$ cat src/rtl/wake_frame_pkg.sv
package wake_frame_pkg;
  // ****************************************
  // register indices (16-bit words)
  // ****************************************
  localparam logic [9:0] basic_mode_control_addr = 10'h000;
  localparam logic [9:0] wake_frame_config_addr = 10'h134;
  localparam logic [9:0] wake_frame_status_addr = 10'h135;
  localparam logic [9:0] station_addr_base = 10'h136;
  localparam logic [9:0] password_base = 10'h139;
  localparam logic [9:0] wake_frame_mask_addr = 10'h13C;
  localparam logic [9:0] pattern_base = 10'h140;
  localparam int pattern_bytes = 64;
  // ****************************************
  // field positions and reset values
  // ****************************************
  localparam int isolate_bit = 10;
  localparam int cfg_magic_en = 0;
  localparam int cfg_bcast_en = 1;
  localparam int cfg_ucast_en = 2;
  localparam int cfg_pass_en = 3;
  localparam int cfg_pattern_en = 4;
  localparam int cfg_irq_en = 5;
  localparam int cfg_gpio_en = 6;
  localparam int sts_magic = 0;
  localparam int sts_magic_pass = 1;
  localparam int sts_pattern = 2;
  localparam logic [15:0] basic_mode_control_rst = 16'h0000;
  localparam logic [15:0] wake_frame_config_rst = 16'h0000;
  localparam logic [15:0] wake_frame_mask_rst = 16'h0000;
  // ****************************************
  // frame constants
  // ****************************************
  localparam logic [7:0] sync_byte = 8'hFF;
  localparam logic [2:0] sync_len = 3'h6;
  localparam logic [3:0] addr_copies_last = 4'hF;
  localparam logic [2:0] addr_len_last = 3'h5;
  localparam logic [2:0] pass_len_last = 3'h5;
  localparam logic [31:0] crc_poly = 32'hEDB88320;
  localparam logic [31:0] crc_init = 32'hFFFFFFFF;
  localparam logic [31:0] crc_residue = 32'hDEBB20E3;

  typedef struct packed {
    logic valid;
    logic last;
    logic [7:0] data;
  } rx_byte_t;

  typedef struct packed {
    logic [9:0] addr;
    logic [15:0] wdata;
    logic wr;
    logic rd;
  } reg_req_t;

  typedef enum logic [1:0] {
    st_sync = 2'b00,
    st_addr = 2'b01,
    st_pass = 2'b11,
    st_done = 2'b10
  } magic_state_t;
endpackage

$ cat src/rtl/wake_on_lan_packet_detector.sv
// The strobed register port was decided locally.
`timescale 1ns/1ps
module wake_on_lan_packet_detector
  import wake_frame_pkg::*;
(
  input wire logic core_clk_in,
  input wire logic reset_in,
  input wire logic rx_valid_in,
  input wire logic rx_last_in,
  input wire logic [7:0] rx_data_in,
  input wire logic [9:0] reg_addr_in,
  input wire logic [15:0] reg_wdata_in,
  input wire logic reg_wr_in,
  input wire logic reg_rd_in,
  output logic [15:0] reg_rdata_out,
  output logic irq_out,
  output logic gpio_wake_out
);
  // ****************************************
  // carriers
  // ****************************************
  rx_byte_t rx;
  reg_req_t req;

  assign rx = '{valid: rx_valid_in, last: rx_last_in, data: rx_data_in};
  assign req = '{addr: reg_addr_in, wdata: reg_wdata_in, wr: reg_wr_in, rd: reg_rd_in};

  // ****************************************
  // registers
  // ****************************************
  logic [15:0] basic_mode_control;
  logic [15:0] wake_frame_config;
  logic [15:0] wake_frame_status;
  logic [15:0] wake_frame_mask;
  logic [15:0] station_addr [3];
  logic [15:0] password [3];
  logic [2:0] wake_event;
  logic pattern_wr;

  always_ff @(posedge core_clk_in or posedge reset_in) begin
    if (reset_in) begin
      basic_mode_control <= basic_mode_control_rst;
      wake_frame_config <= wake_frame_config_rst;
      wake_frame_mask <= wake_frame_mask_rst;
    end else if (req.wr) begin
      case (req.addr)
        basic_mode_control_addr: basic_mode_control <= req.wdata;
        wake_frame_config_addr: wake_frame_config <= req.wdata;
        wake_frame_mask_addr: wake_frame_mask <= req.wdata;
        default: ;
      endcase
    end
  end

  // match words; a partial update mid-frame only spoils that frame
  always_ff @(posedge core_clk_in or posedge reset_in) begin
    if (reset_in) begin
      for (int i = 0; i < 3; i++) begin
        station_addr[i] <= 16'h0000;
        password[i] <= 16'h0000;
      end
    end else if (req.wr) begin
      case (req.addr)
        station_addr_base: station_addr[0] <= req.wdata;
        station_addr_base + 10'h001: station_addr[1] <= req.wdata;
        station_addr_base + 10'h002: station_addr[2] <= req.wdata;
        password_base: password[0] <= req.wdata;
        password_base + 10'h001: password[1] <= req.wdata;
        password_base + 10'h002: password[2] <= req.wdata;
        default: ;
      endcase
    end
  end

  assign pattern_wr = req.wr && (req.addr >= pattern_base)
    && (req.addr < pattern_base + 10'(pattern_bytes));

  // status: write one to clear, a new event wins over the clear
  always_ff @(posedge core_clk_in or posedge reset_in) begin
    if (reset_in) begin
      wake_frame_status <= 16'h0000;
    end else begin
      wake_frame_status <= ((req.wr && req.addr == wake_frame_status_addr)
        ? (wake_frame_status & ~req.wdata) : wake_frame_status)
        | {13'h0000, wake_event};
    end
  end

  // read data stands only in the cycle after the strobe
  always_ff @(posedge core_clk_in or posedge reset_in) begin
    if (reset_in) begin
      reg_rdata_out <= 16'h0000;
    end else if (req.rd) begin
      case (req.addr)
        basic_mode_control_addr: reg_rdata_out <= basic_mode_control;
        wake_frame_config_addr: reg_rdata_out <= wake_frame_config;
        wake_frame_status_addr: reg_rdata_out <= wake_frame_status;
        wake_frame_mask_addr: reg_rdata_out <= wake_frame_mask;
        station_addr_base: reg_rdata_out <= station_addr[0];
        station_addr_base + 10'h001: reg_rdata_out <= station_addr[1];
        station_addr_base + 10'h002: reg_rdata_out <= station_addr[2];
        password_base: reg_rdata_out <= password[0];
        password_base + 10'h001: reg_rdata_out <= password[1];
        password_base + 10'h002: reg_rdata_out <= password[2];
        default: reg_rdata_out <= 16'h0000;
      endcase
    end else begin
      reg_rdata_out <= 16'h0000;
    end
  end

  // ****************************************
  // frame tracking
  // ****************************************
  logic in_frame;
  logic first;
  logic [2:0] dest_idx;
  logic dest_ucast;
  logic dest_bcast;
  logic next_dest_ucast;
  logic next_dest_bcast;

  function automatic logic [7:0] pick(input logic [15:0] w [3], input logic [2:0] i);
    logic [15:0] word;
    word = w[i[2:1]];
    return i[0] ? word[15:8] : word[7:0];
  endfunction

  assign first = rx.valid && !in_frame;

  always_ff @(posedge core_clk_in or posedge reset_in) begin
    if (reset_in) begin
      in_frame <= 1'b0;
    end else if (rx.valid) begin
      in_frame <= !rx.last;
    end
  end

  // byte timing comes from the rx path, so every line speed is served
  always_comb begin
    next_dest_ucast = first ? 1'b1 : dest_ucast;
    next_dest_bcast = first ? 1'b1 : dest_bcast;
    if ((first ? 3'h0 : dest_idx) <= addr_len_last) begin
      next_dest_ucast = next_dest_ucast
        && (rx.data == pick(station_addr, first ? 3'h0 : dest_idx));
      next_dest_bcast = next_dest_bcast && (rx.data == sync_byte);
    end
  end

  always_ff @(posedge core_clk_in or posedge reset_in) begin
    if (reset_in) begin
      dest_idx <= 3'h0;
      dest_ucast <= 1'b0;
      dest_bcast <= 1'b0;
    end else if (rx.valid) begin
      dest_idx <= first ? 3'h1 : (dest_idx == 3'h7 ? dest_idx : dest_idx + 3'h1);
      dest_ucast <= next_dest_ucast;
      dest_bcast <= next_dest_bcast;
    end
  end

  // ****************************************
  // wake sequence search
  // ****************************************
  magic_state_t state;
  logic [2:0] sync_cnt;
  logic [2:0] byte_sel;
  logic [3:0] copies;
  logic hit_plain;
  logic hit_pass;
  logic pass_en;

  assign pass_en = wake_frame_config[cfg_pass_en];

  always_ff @(posedge core_clk_in or posedge reset_in) begin
    if (reset_in) begin
      state <= st_sync;
      sync_cnt <= 3'h0;
      byte_sel <= 3'h0;
      copies <= 4'h0;
      hit_plain <= 1'b0;
      hit_pass <= 1'b0;
    end else if (rx.valid) begin
      if (first) begin
        hit_plain <= 1'b0;
        hit_pass <= 1'b0;
        state <= st_sync;
      end
      case (first ? st_sync : state)
        st_sync: begin
          if (rx.data == sync_byte) begin
            if (first || sync_cnt != 3'h7) begin
              sync_cnt <= (first ? 3'h0 : sync_cnt) + 3'h1;
            end
          end else if (!first && sync_cnt >= sync_len
              && rx.data == pick(station_addr, 3'h0)) begin
            state <= st_addr;
            byte_sel <= 3'h1;
            copies <= 4'h0;
          end else begin
            sync_cnt <= 3'h0;
          end
        end
        st_addr: begin
          if (rx.data == pick(station_addr, byte_sel)) begin
            if (byte_sel == addr_len_last) begin
              byte_sel <= 3'h0;
              copies <= copies + 4'h1;
              if (copies == addr_copies_last) begin
                if (pass_en) begin
                  state <= st_pass;
                end else begin
                  state <= st_done;
                  hit_plain <= 1'b1;
                end
              end
            end else begin
              byte_sel <= byte_sel + 3'h1;
            end
          end else begin
            state <= st_sync;
            sync_cnt <= (rx.data == sync_byte) ? 3'h1 : 3'h0;
          end
        end
        st_pass: begin
          if (rx.data == pick(password, byte_sel)) begin
            if (byte_sel == pass_len_last) begin
              state <= st_done;
              hit_pass <= 1'b1;
            end else begin
              byte_sel <= byte_sel + 3'h1;
            end
          end else begin
            state <= st_sync;
            sync_cnt <= (rx.data == sync_byte) ? 3'h1 : 3'h0;
          end
        end
        st_done: state <= st_done;
        default: state <= st_sync;
      endcase
    end
  end

  // ****************************************
  // crc and pattern
  // ****************************************
  logic crc_good;
  logic pattern_hit;

  wake_crc32 crc_check (
    .core_clk_in(core_clk_in),
    .reset_in(reset_in),
    .first_in(first),
    .valid_in(rx.valid),
    .data_in(rx.data),
    .good_out(crc_good)
  );

  wake_pattern_match #(
    .depth(pattern_bytes)
  ) pattern_check (
    .core_clk_in(core_clk_in),
    .reset_in(reset_in),
    .wr_in(pattern_wr),
    .wr_idx_in(6'(req.addr - pattern_base)),
    .wr_data_in(req.wdata[7:0]),
    .first_in(first),
    .valid_in(rx.valid),
    .data_in(rx.data),
    .hit_out(pattern_hit)
  );

  // ****************************************
  // end-of-frame decision
  // ****************************************
  logic eval;
  logic eval_crc_ok;
  logic dest_ok;

  // decide one cycle after the last byte, once all match flags settle
  always_ff @(posedge core_clk_in or posedge reset_in) begin
    if (reset_in) begin
      eval <= 1'b0;
      eval_crc_ok <= 1'b0;
    end else begin
      eval <= rx.valid && rx.last && in_frame;
      eval_crc_ok <= crc_good;
    end
  end

  assign dest_ok = (dest_ucast && wake_frame_config[cfg_ucast_en])
    || (dest_bcast && wake_frame_config[cfg_bcast_en]);

  always_comb begin
    wake_event = 3'h0;
    if (eval && eval_crc_ok && dest_ok) begin
      wake_event[sts_magic] = hit_plain && wake_frame_config[cfg_magic_en];
      wake_event[sts_magic_pass] = hit_pass && wake_frame_config[cfg_magic_en];
      wake_event[sts_pattern] = pattern_hit && wake_frame_config[cfg_pattern_en];
    end
  end

  // ****************************************
  // wake outputs
  // ****************************************
  // registered so a status or mask write never glitches the line
  always_ff @(posedge core_clk_in or posedge reset_in) begin
    if (reset_in) begin
      irq_out <= 1'b0;
    end else begin
      irq_out <= |(wake_frame_status & wake_frame_mask)
        && wake_frame_config[cfg_irq_en]
        && !basic_mode_control[isolate_bit];
    end
  end

  // pin ignores mask and isolate: a separate wake path
  always_ff @(posedge core_clk_in or posedge reset_in) begin
    if (reset_in) begin
      gpio_wake_out <= 1'b0;
    end else begin
      gpio_wake_out <= |wake_frame_status[2:0] && wake_frame_config[cfg_gpio_en];
    end
  end
endmodule

$ cat src/rtl/wake_crc32.sv
`timescale 1ns/1ps
module wake_crc32
  import wake_frame_pkg::*;
(
  input wire logic core_clk_in,
  input wire logic reset_in,
  input wire logic first_in,
  input wire logic valid_in,
  input wire logic [7:0] data_in,
  output logic good_out
);
  logic [31:0] crc;
  logic [31:0] next_crc;

  // ****************************************
  // byte-wise reflected crc
  // ****************************************
  always_comb begin
    next_crc = (first_in ? crc_init : crc) ^ {24'h000000, data_in};
    for (int i = 0; i < 8; i++) begin
      next_crc = next_crc[0] ? ((next_crc >> 1) ^ crc_poly) : (next_crc >> 1);
    end
  end

  always_ff @(posedge core_clk_in or posedge reset_in) begin
    if (reset_in) begin
      crc <= crc_init;
    end else if (valid_in) begin
      crc <= next_crc;
    end
  end

  // residue over frame plus fcs; valid in the cycle of the last byte
  assign good_out = (next_crc == crc_residue);
endmodule

$ cat src/rtl/wake_pattern_match.sv
`timescale 1ns/1ps
module wake_pattern_match
  import wake_frame_pkg::*;
#(
  parameter int depth = pattern_bytes
) (
  input wire logic core_clk_in,
  input wire logic reset_in,
  input wire logic wr_in,
  input wire logic [5:0] wr_idx_in,
  input wire logic [7:0] wr_data_in,
  input wire logic first_in,
  input wire logic valid_in,
  input wire logic [7:0] data_in,
  output logic hit_out
);
  logic [7:0] pattern [depth];
  logic [6:0] idx;
  logic ok;
  logic [6:0] cur_idx;
  logic cur_ok;

  // write index is six bits wide, so no other depth can be served
  if (depth != 64) begin : g_depth_check
    $error("pattern depth must be 64");
  end

  // pattern storage has no reset, software loads it
  always_ff @(posedge core_clk_in) begin
    if (wr_in) begin
      pattern[wr_idx_in] <= wr_data_in;
    end
  end

  assign cur_idx = first_in ? 7'h00 : idx;
  assign cur_ok = first_in ? 1'b1 : ok;

  // compare from the first frame byte, one byte per beat
  always_ff @(posedge core_clk_in or posedge reset_in) begin
    if (reset_in) begin
      idx <= 7'h00;
      ok <= 1'b0;
      hit_out <= 1'b0;
    end else if (valid_in) begin
      if (cur_idx < 7'(depth)) begin
        idx <= cur_idx + 7'h01;
        ok <= cur_ok && (pattern[cur_idx[5:0]] == data_in);
        hit_out <= (cur_idx == 7'(depth - 1)) && cur_ok && (pattern[cur_idx[5:0]] == data_in);
      end else if (first_in) begin
        hit_out <= 1'b0;
      end
    end
  end
endmodule

$ cat config.mk
export PLATFORM = sky130hd
export DESIGN_NAME = wake_on_lan_packet_detector
export DESIGN_NICKNAME = d
export VERILOG_FILES = /design/src/rtl/wake_frame_pkg.sv /design/src/rtl/wake_on_lan_packet_detector.sv /design/src/rtl/wake_crc32.sv /design/src/rtl/wake_pattern_match.sv
export SDC_FILE = /design/constraint.sdc
export NUM_CORES = 1
export LEC_CHECK = 0
export ABC_CLOCK_PERIOD_IN_PS = 9400
export BUFFER_PORTS_ARGS = -buffer_cell sky130_fd_sc_hd__buf_2
export CAP_MARGIN = 20
export CORE_ASPECT_RATIO = 1.4
export CORE_MARGIN = 4
export CORE_UTILIZATION = 30
export DETAILED_ROUTE_END_ITERATION = 16
export PLACE_DENSITY = 0.4
export SYNTH_ARGS = -nofsm -noshare
export SYNTH_HDL_FRONTEND = slang
export SYNTH_SLANG_ARGS = --single-unit
$ cat constraint.sdc
create_clock -name core_clk_in -period 9.4 [get_ports core_clk_in]
set_clock_uncertainty 0.05 [all_clocks]
set_input_delay 0.94 -clock core_clk_in [delete_from_list [all_inputs] [get_ports core_clk_in]]
set_output_delay 0.94 -clock core_clk_in [all_outputs]
set_load 0.05 [all_outputs]
-- Word level (Yosys, flattened, before mapping)
Memories as Yosys holds them, arrays and structs flattened.
Index checks and enable logic that the tools add are counted.
- memory bits (writable): 512
- input port bits: 40
- register bits after elaboration: 241
- output and inout bits: 18
- logic and storage cells: 222
- memories: 1
- mux-type cells: 78
- bitwise operators: 15
- equal/unequal tests: 35
- magnitude comparators: 7
- add/sub/neg operators: 6
- reduce and logical (&&, ||, !) cells: 51
- memory list (name ; depth ; bits a word ; read ports ; clocked after memory_dff ; wr ports ; RTL line ; text):
    pattern_check.pattern ; 64 ; 8 ; 1 ; 0 ; 1 ; wake_pattern_match.sv:17 ; logic [7:0] pattern [depth];
- operators with widths (cell ; number):
    $mux W32 ; 9
    $pmux W16 S10 ; 1
    $mux W16 ; 8
    $not A13 Y14 ; 8
    $bmux W16 S2 ; 3
    $eq A10 B9 Y1 const B ; 9
    $mux W3 ; 16
    $eq A8 B8 Y1 ; 5
    $and A16 B16 Y16 ; 2
    $eq A32 B32 Y1 const B ; 1
    $xor A32 B8 Y32 ; 1
    $mux W8 ; 3
    $reduce_and A2 Y1 ; 12
    $logic_and A1 B1 Y1 ; 23
    $mux W1 ; 21
    $pmux W3 S3 ; 2
    $mux W2 ; 8
    $mux W4 ; 4
    $ne A2 B2 Y1 const B ; 8
    $not A16 Y16 ; 1
    $or A16 B3 Y16 ; 1
    $reduce_or A16 Y1 ; 1
    $reduce_and A6 Y1 ; 2
    $ge A10 B9 Y1 const B ; 1
    28 further kinds ; 42

-- Depth between registers and ports, before layout
- depth after elaboration: 21
- depth in mapped cells: 14
- mapped depth without buffers: 11

-- Cells and area by module
A second synthesis with hierarchy kept.
- cells, all modules: 2613
- area total of the unflattened synthesis: 35032.3 µm²
- by module, submodules not included (module ; times used ; cells each ; area each (µm²) ; seq. area each (µm²)):
    wake_pattern_match ; 1 ; 1305 ; 21190.3 ; 15600.0
    wake_on_lan_packet_detector ; 1 ; 1004 ; 11064.4 ; 5004.8
    wake_crc32 ; 1 ; 304 ; 2777.7 ; 840.8

-- Worst setup path after synthesis
No wires, ideal clock.
- path type: input to register
- start point: input rx_valid_in
- end point: register pattern_check.hit_out
- path buffers: 2
- required time: 9.269 ns
- setup time: 0.081 ns
- slack: 6.105 ns
- stages on the path: 11
- arrival: 3.164 ns
- cells stage by stage: and2b_4 buf_6 nor2_2 buf_2 mux4_2 o32ai_1 o221ai_1 nor4_2 xnor2_1 or4_1 o22ai_2
- cells in the longest elaborated chain, start to end: 6
- elaborated cells between the ends (all ways): 12
- those cells by class: 1 x order compare; 2 x eq/ne; 3 x mux; 5 x reduce/logical; 1 x memory
- RTL lines (item ; RTL line ; text):
    from (decl) ; wake_on_lan_packet_detector.sv:8 ; input wire logic rx_valid_in,
    $logic_and A1 B1 Y1 ; wake_on_lan_packet_detector.sv:129 ; assign first = rx.valid && !in_frame;
    $mux W7 ; wake_pattern_match.sv:35 ; assign cur_idx = first_in ? 7'h00 : idx;
    $mem_v2 Z64 W8 / $eq A7 B6 Y1 (equally long branches) ; n/a ;
    $eq A8 B8 Y1 / $logic_and A1 B1 Y1 (equally long branches) ; wake_pattern_match.sv:48 ; hit_out <= (cur_idx == 7'(depth - 1)) && cur_ok && (pattern[cur_idx[5:0]] == data_in);
    $logic_and A1 B1 Y1 ; wake_pattern_match.sv:48 ;
    $mux W1 ; wake_pattern_match.sv:45 ; if (cur_idx < 7'(depth)) begin
    to (signal assigned) ; wake_pattern_match.sv:48 ;
    to (decl) ; wake_pattern_match.sv:15 ; output logic hit_out
Parallel ways exist; a longest one is shown, timed or not.
A chain may end at the register's enable or synchronous reset.

-- Final worst setup path
- start point: register pattern_check.idx[0]
- end point: register pattern_check.ok
- cells in the longest elaborated chain, start to end: 4
- elaborated cells between the ends (all ways): 6
- those cells by class: 1 x order compare; 1 x eq/ne; 1 x mux; 2 x reduce/logical; 1 x memory
- RTL lines (item ; RTL line ; text):
    from (decl) ; wake_pattern_match.sv:18 ; logic [6:0] idx;
    from (signal assigned) ; wake_pattern_match.sv:46 ; idx <= cur_idx + 7'h01;
    $mux W7 * ; wake_pattern_match.sv:35 ;
    $mem_v2 Z64 W8 ; n/a ;
    $eq A8 B8 Y1 ; wake_pattern_match.sv:47 ; ok <= cur_ok && (pattern[cur_idx[5:0]] == data_in);
    $logic_and A1 B1 Y1 ; wake_pattern_match.sv:47 ;
    to (signal assigned) ; wake_pattern_match.sv:47 ;
    to (decl) ; wake_pattern_match.sv:19 ; logic ok;
Mark *: on every way between the ends. The rest lies on a longest branch, timed or not.

==> impl_metrics.toml <==
[run_status]
status = "finished, final reports clean"

[setup_path]
crit_type = "reg2reg"
start_kind = "register"
required_ns = 9.93
crit_path_max_fanout = 140
end_kind = "register"
worstPathArrival_ns = 5.52

[clock_tree]
tritoncts_num_sinks = 753
cts_resized = 0
cts_max_level = 3
hold_buffers = 0
cts_tree = "done"
cts_setup_buffers = 0
root_buffer = "clkbuf_16"
clkLatencyLatePin_ns = 0.67
cts_buffers = 81
path_clk_slew_ns = 0.06
cts.path.max_buffers = 3

[run]
drv_cap = 0

[sta]
min_period_ns = 4.984
fin_crit_sh = 0.5302
hold_violations = 0
slew_viol_final = 0
max_slew_margin = 0.2015
worstMarginPinSlew_ns = 1.168
finalSetupViolations = 0
tns_ns = 0
fmax_mhz = 200.7
grt_setup_unrepaired = "no"

[route]
drc = 0
dr.first_iter.drc_count = 1868
via_per_inst = 5.484
ant_nets = 0
maxUsedRoutingLayer = "met5"
wirelength_met1_um = 47200
wl_per_cell_um = 29.81
wl_met3_um = 5717
dr_total_vias = 22375
drt_pass1_iterations = 6
routed_wl_um = 121600
routed-wl-met2_um = 63170

[yosys]
synth_area_leaders = "edfxtp_1 45%, dfrtp_1 15%, mux2_2 7.1%"
ys_seq_area_frac = 0.6264
async_flop_share = 0.3201
synth_common_cells = "512 x edfxtp_1, 215 x mux2_2, 209 x dfrtp_1"
syn_nets = 2568
ys.flop_type = "edfxtp_1"
syn_area_um2 = 34240
synthCells = 2520
yosysWarnings = 0
synth.distinct_cells = 82
avgSynthCellArea_um2 = 13.59
yosys.area.top_type = "edfxtp_1"
ys_seq_elements = 753
synth_top_area_frac = 0.4491
synthMostInstantiatedCell = "edfxtp_1"
synth_edf_count = 512

[power_and_ir_drop]
totalPowerFinal_mw = 9.687
power.leakage_nw = 14.11
ir_drop_mv = 0.1355
p_per_area_nw_per_um2 = 249.1

[finish]
nets = 2580
layout-drive-gt1-share = 0.2149
fillCellCount = 11026
area_growth_pct = 13.58

[global_route]
grt_pass1_vias = 23065
grt_max_degree = 141
grt_first_pass_wirelength_um = 173600
antenna_found_initial = 2
track_usage = 0.1999
overflow = 0

[floorplanning]
core_area_um2 = 113300
die_area_um2 = 119700
num_rows = 146
die_y_um = 407.7
die_x_um = 293.5
initial_core_util = 0.3023
ios = 58

[hold_path]
hp-class = "reg2reg"

[placed_design]
numPortBuffers = 57
place_congestion = 0.8503
dp_hpwl_um = 79140
where the power goes:
group | switching [mW] | internal, mW
combinational | 1.44 | 0.934
sequential | 0.144 | 3.71
clock | 1.40 | 2.06
total | 2.98 | 6.70
cells by family after synthesis:
kind of cell,share of synthesized area
compound gates,0.1070
flops,0.6264
simple gates,0.06831
mux,0.1312
fa+ha+maj,0.002924
xor+xnor,0.03691
buf+inv,0.02730
routing by layer:
layer	vias to the layer above	track usage
li1	9658	-
met1	11744	0.2390
met2	759	0.3566
met3	212	0.02613
met4	2	0.09140
met5	-	0
metrics by stage:
stage	utilization	hold slack [ns]	instances	area, µm²	worst slack, ns
after floorplan	-	0.3879	2520	34240	1.847
after global placement	0.3180	0.4126	3928	36020	4.032
after detailed placement	0.3181	0.4167	3929	36020	3.972
after CTS	0.3433	0.3953	4077	38880	4.429
after global routing	0.3433	0.4395	4077	38880	4.192
final	0.3433	0.4167	4080	38880	4.416
layout by cell type, fill, tap and decap left out, types with 34 or more instances in the layout:
cell type | Yosys | routed
buf_2 | 40 | 54
nand3_1 | 49 | 49
buf_4 | 14 | 49
mux2_2 | 215 | 215
mux2i_1 | 137 | 137
inv_1 | 35 | 34
clkbuf_16 | 0 | 85
a21oi_1 | 64 | 64
o22ai_1 | 55 | 55
edfxtp_1 | 512 | 512
nand2_1 | 137 | 136
o221ai_1 | 34 | 34
xnor2_1 | 71 | 71
a31oi_1 | 34 | 34
a221oi_1 | 41 | 41
dfrtp_1 | 209 | 206
nor2_1 | 190 | 189
o21ai_0 | 114 | 114
a22oi_1 | 56 | 56
path summary, 6_finish.rpt:
kind	to	startpoint	depth (start not counted)	slack, ns
min reg2reg	copies[3]	copies[3]	1	0.42
max in group asynchronous	wake_frame_config[5]	reset_in	3	7.57
min in group asynchronous	password[46]	reset_in	2	0.44
min	copies[3]	copies[3]	1	0.42
max	pattern_check.ok	pattern_check.idx[0]	11	4.42
max reg2reg	pattern_check.ok	pattern_check.idx[0]	11	4.42
final cells by class:
cell class	count	area, µm²	area share
Clock inverter	46	643.1	0.01654
Multi-Input combinational cell	1550	11880	0.3055
Timing Repair Buffer	106	681.9	0.01754
Clock buffer	102	2211	0.05686
Antenna cell	3	7.507	0.0001931
Tap cell	1480	1852	0.04762
Sequential cell	753	21450	0.5517
Inverter	40	160.2	0.004119
registers in the layout, summed over array words and instances, names as in the netlist, 4 cells and up:
signal / flops
wake_frame_config: 16
pattern_check.pattern: 512
pattern_check.idx: 7
crc_check.crc: 32
wake_frame_status: 16
copies: 4
reg_rdata_out: 16
wake_frame_mask: 16
station_addr: 48
basic_mode_control: 16
password: 48
critical path: stages (launching register included):
cell       delay [ns]
dfrtp_4          0.91
buf_12           0.60
inv_1            0.15
a21oi_1          0.67
nor2_1           0.08
a2111oi_0        0.74
a211oi_1         0.13
o22ai_1          0.35
o31a_1           0.20
o22ai_1          0.09
or4_1            0.54
o21ai_0          0.11
(Power assumes the default switching activity.)
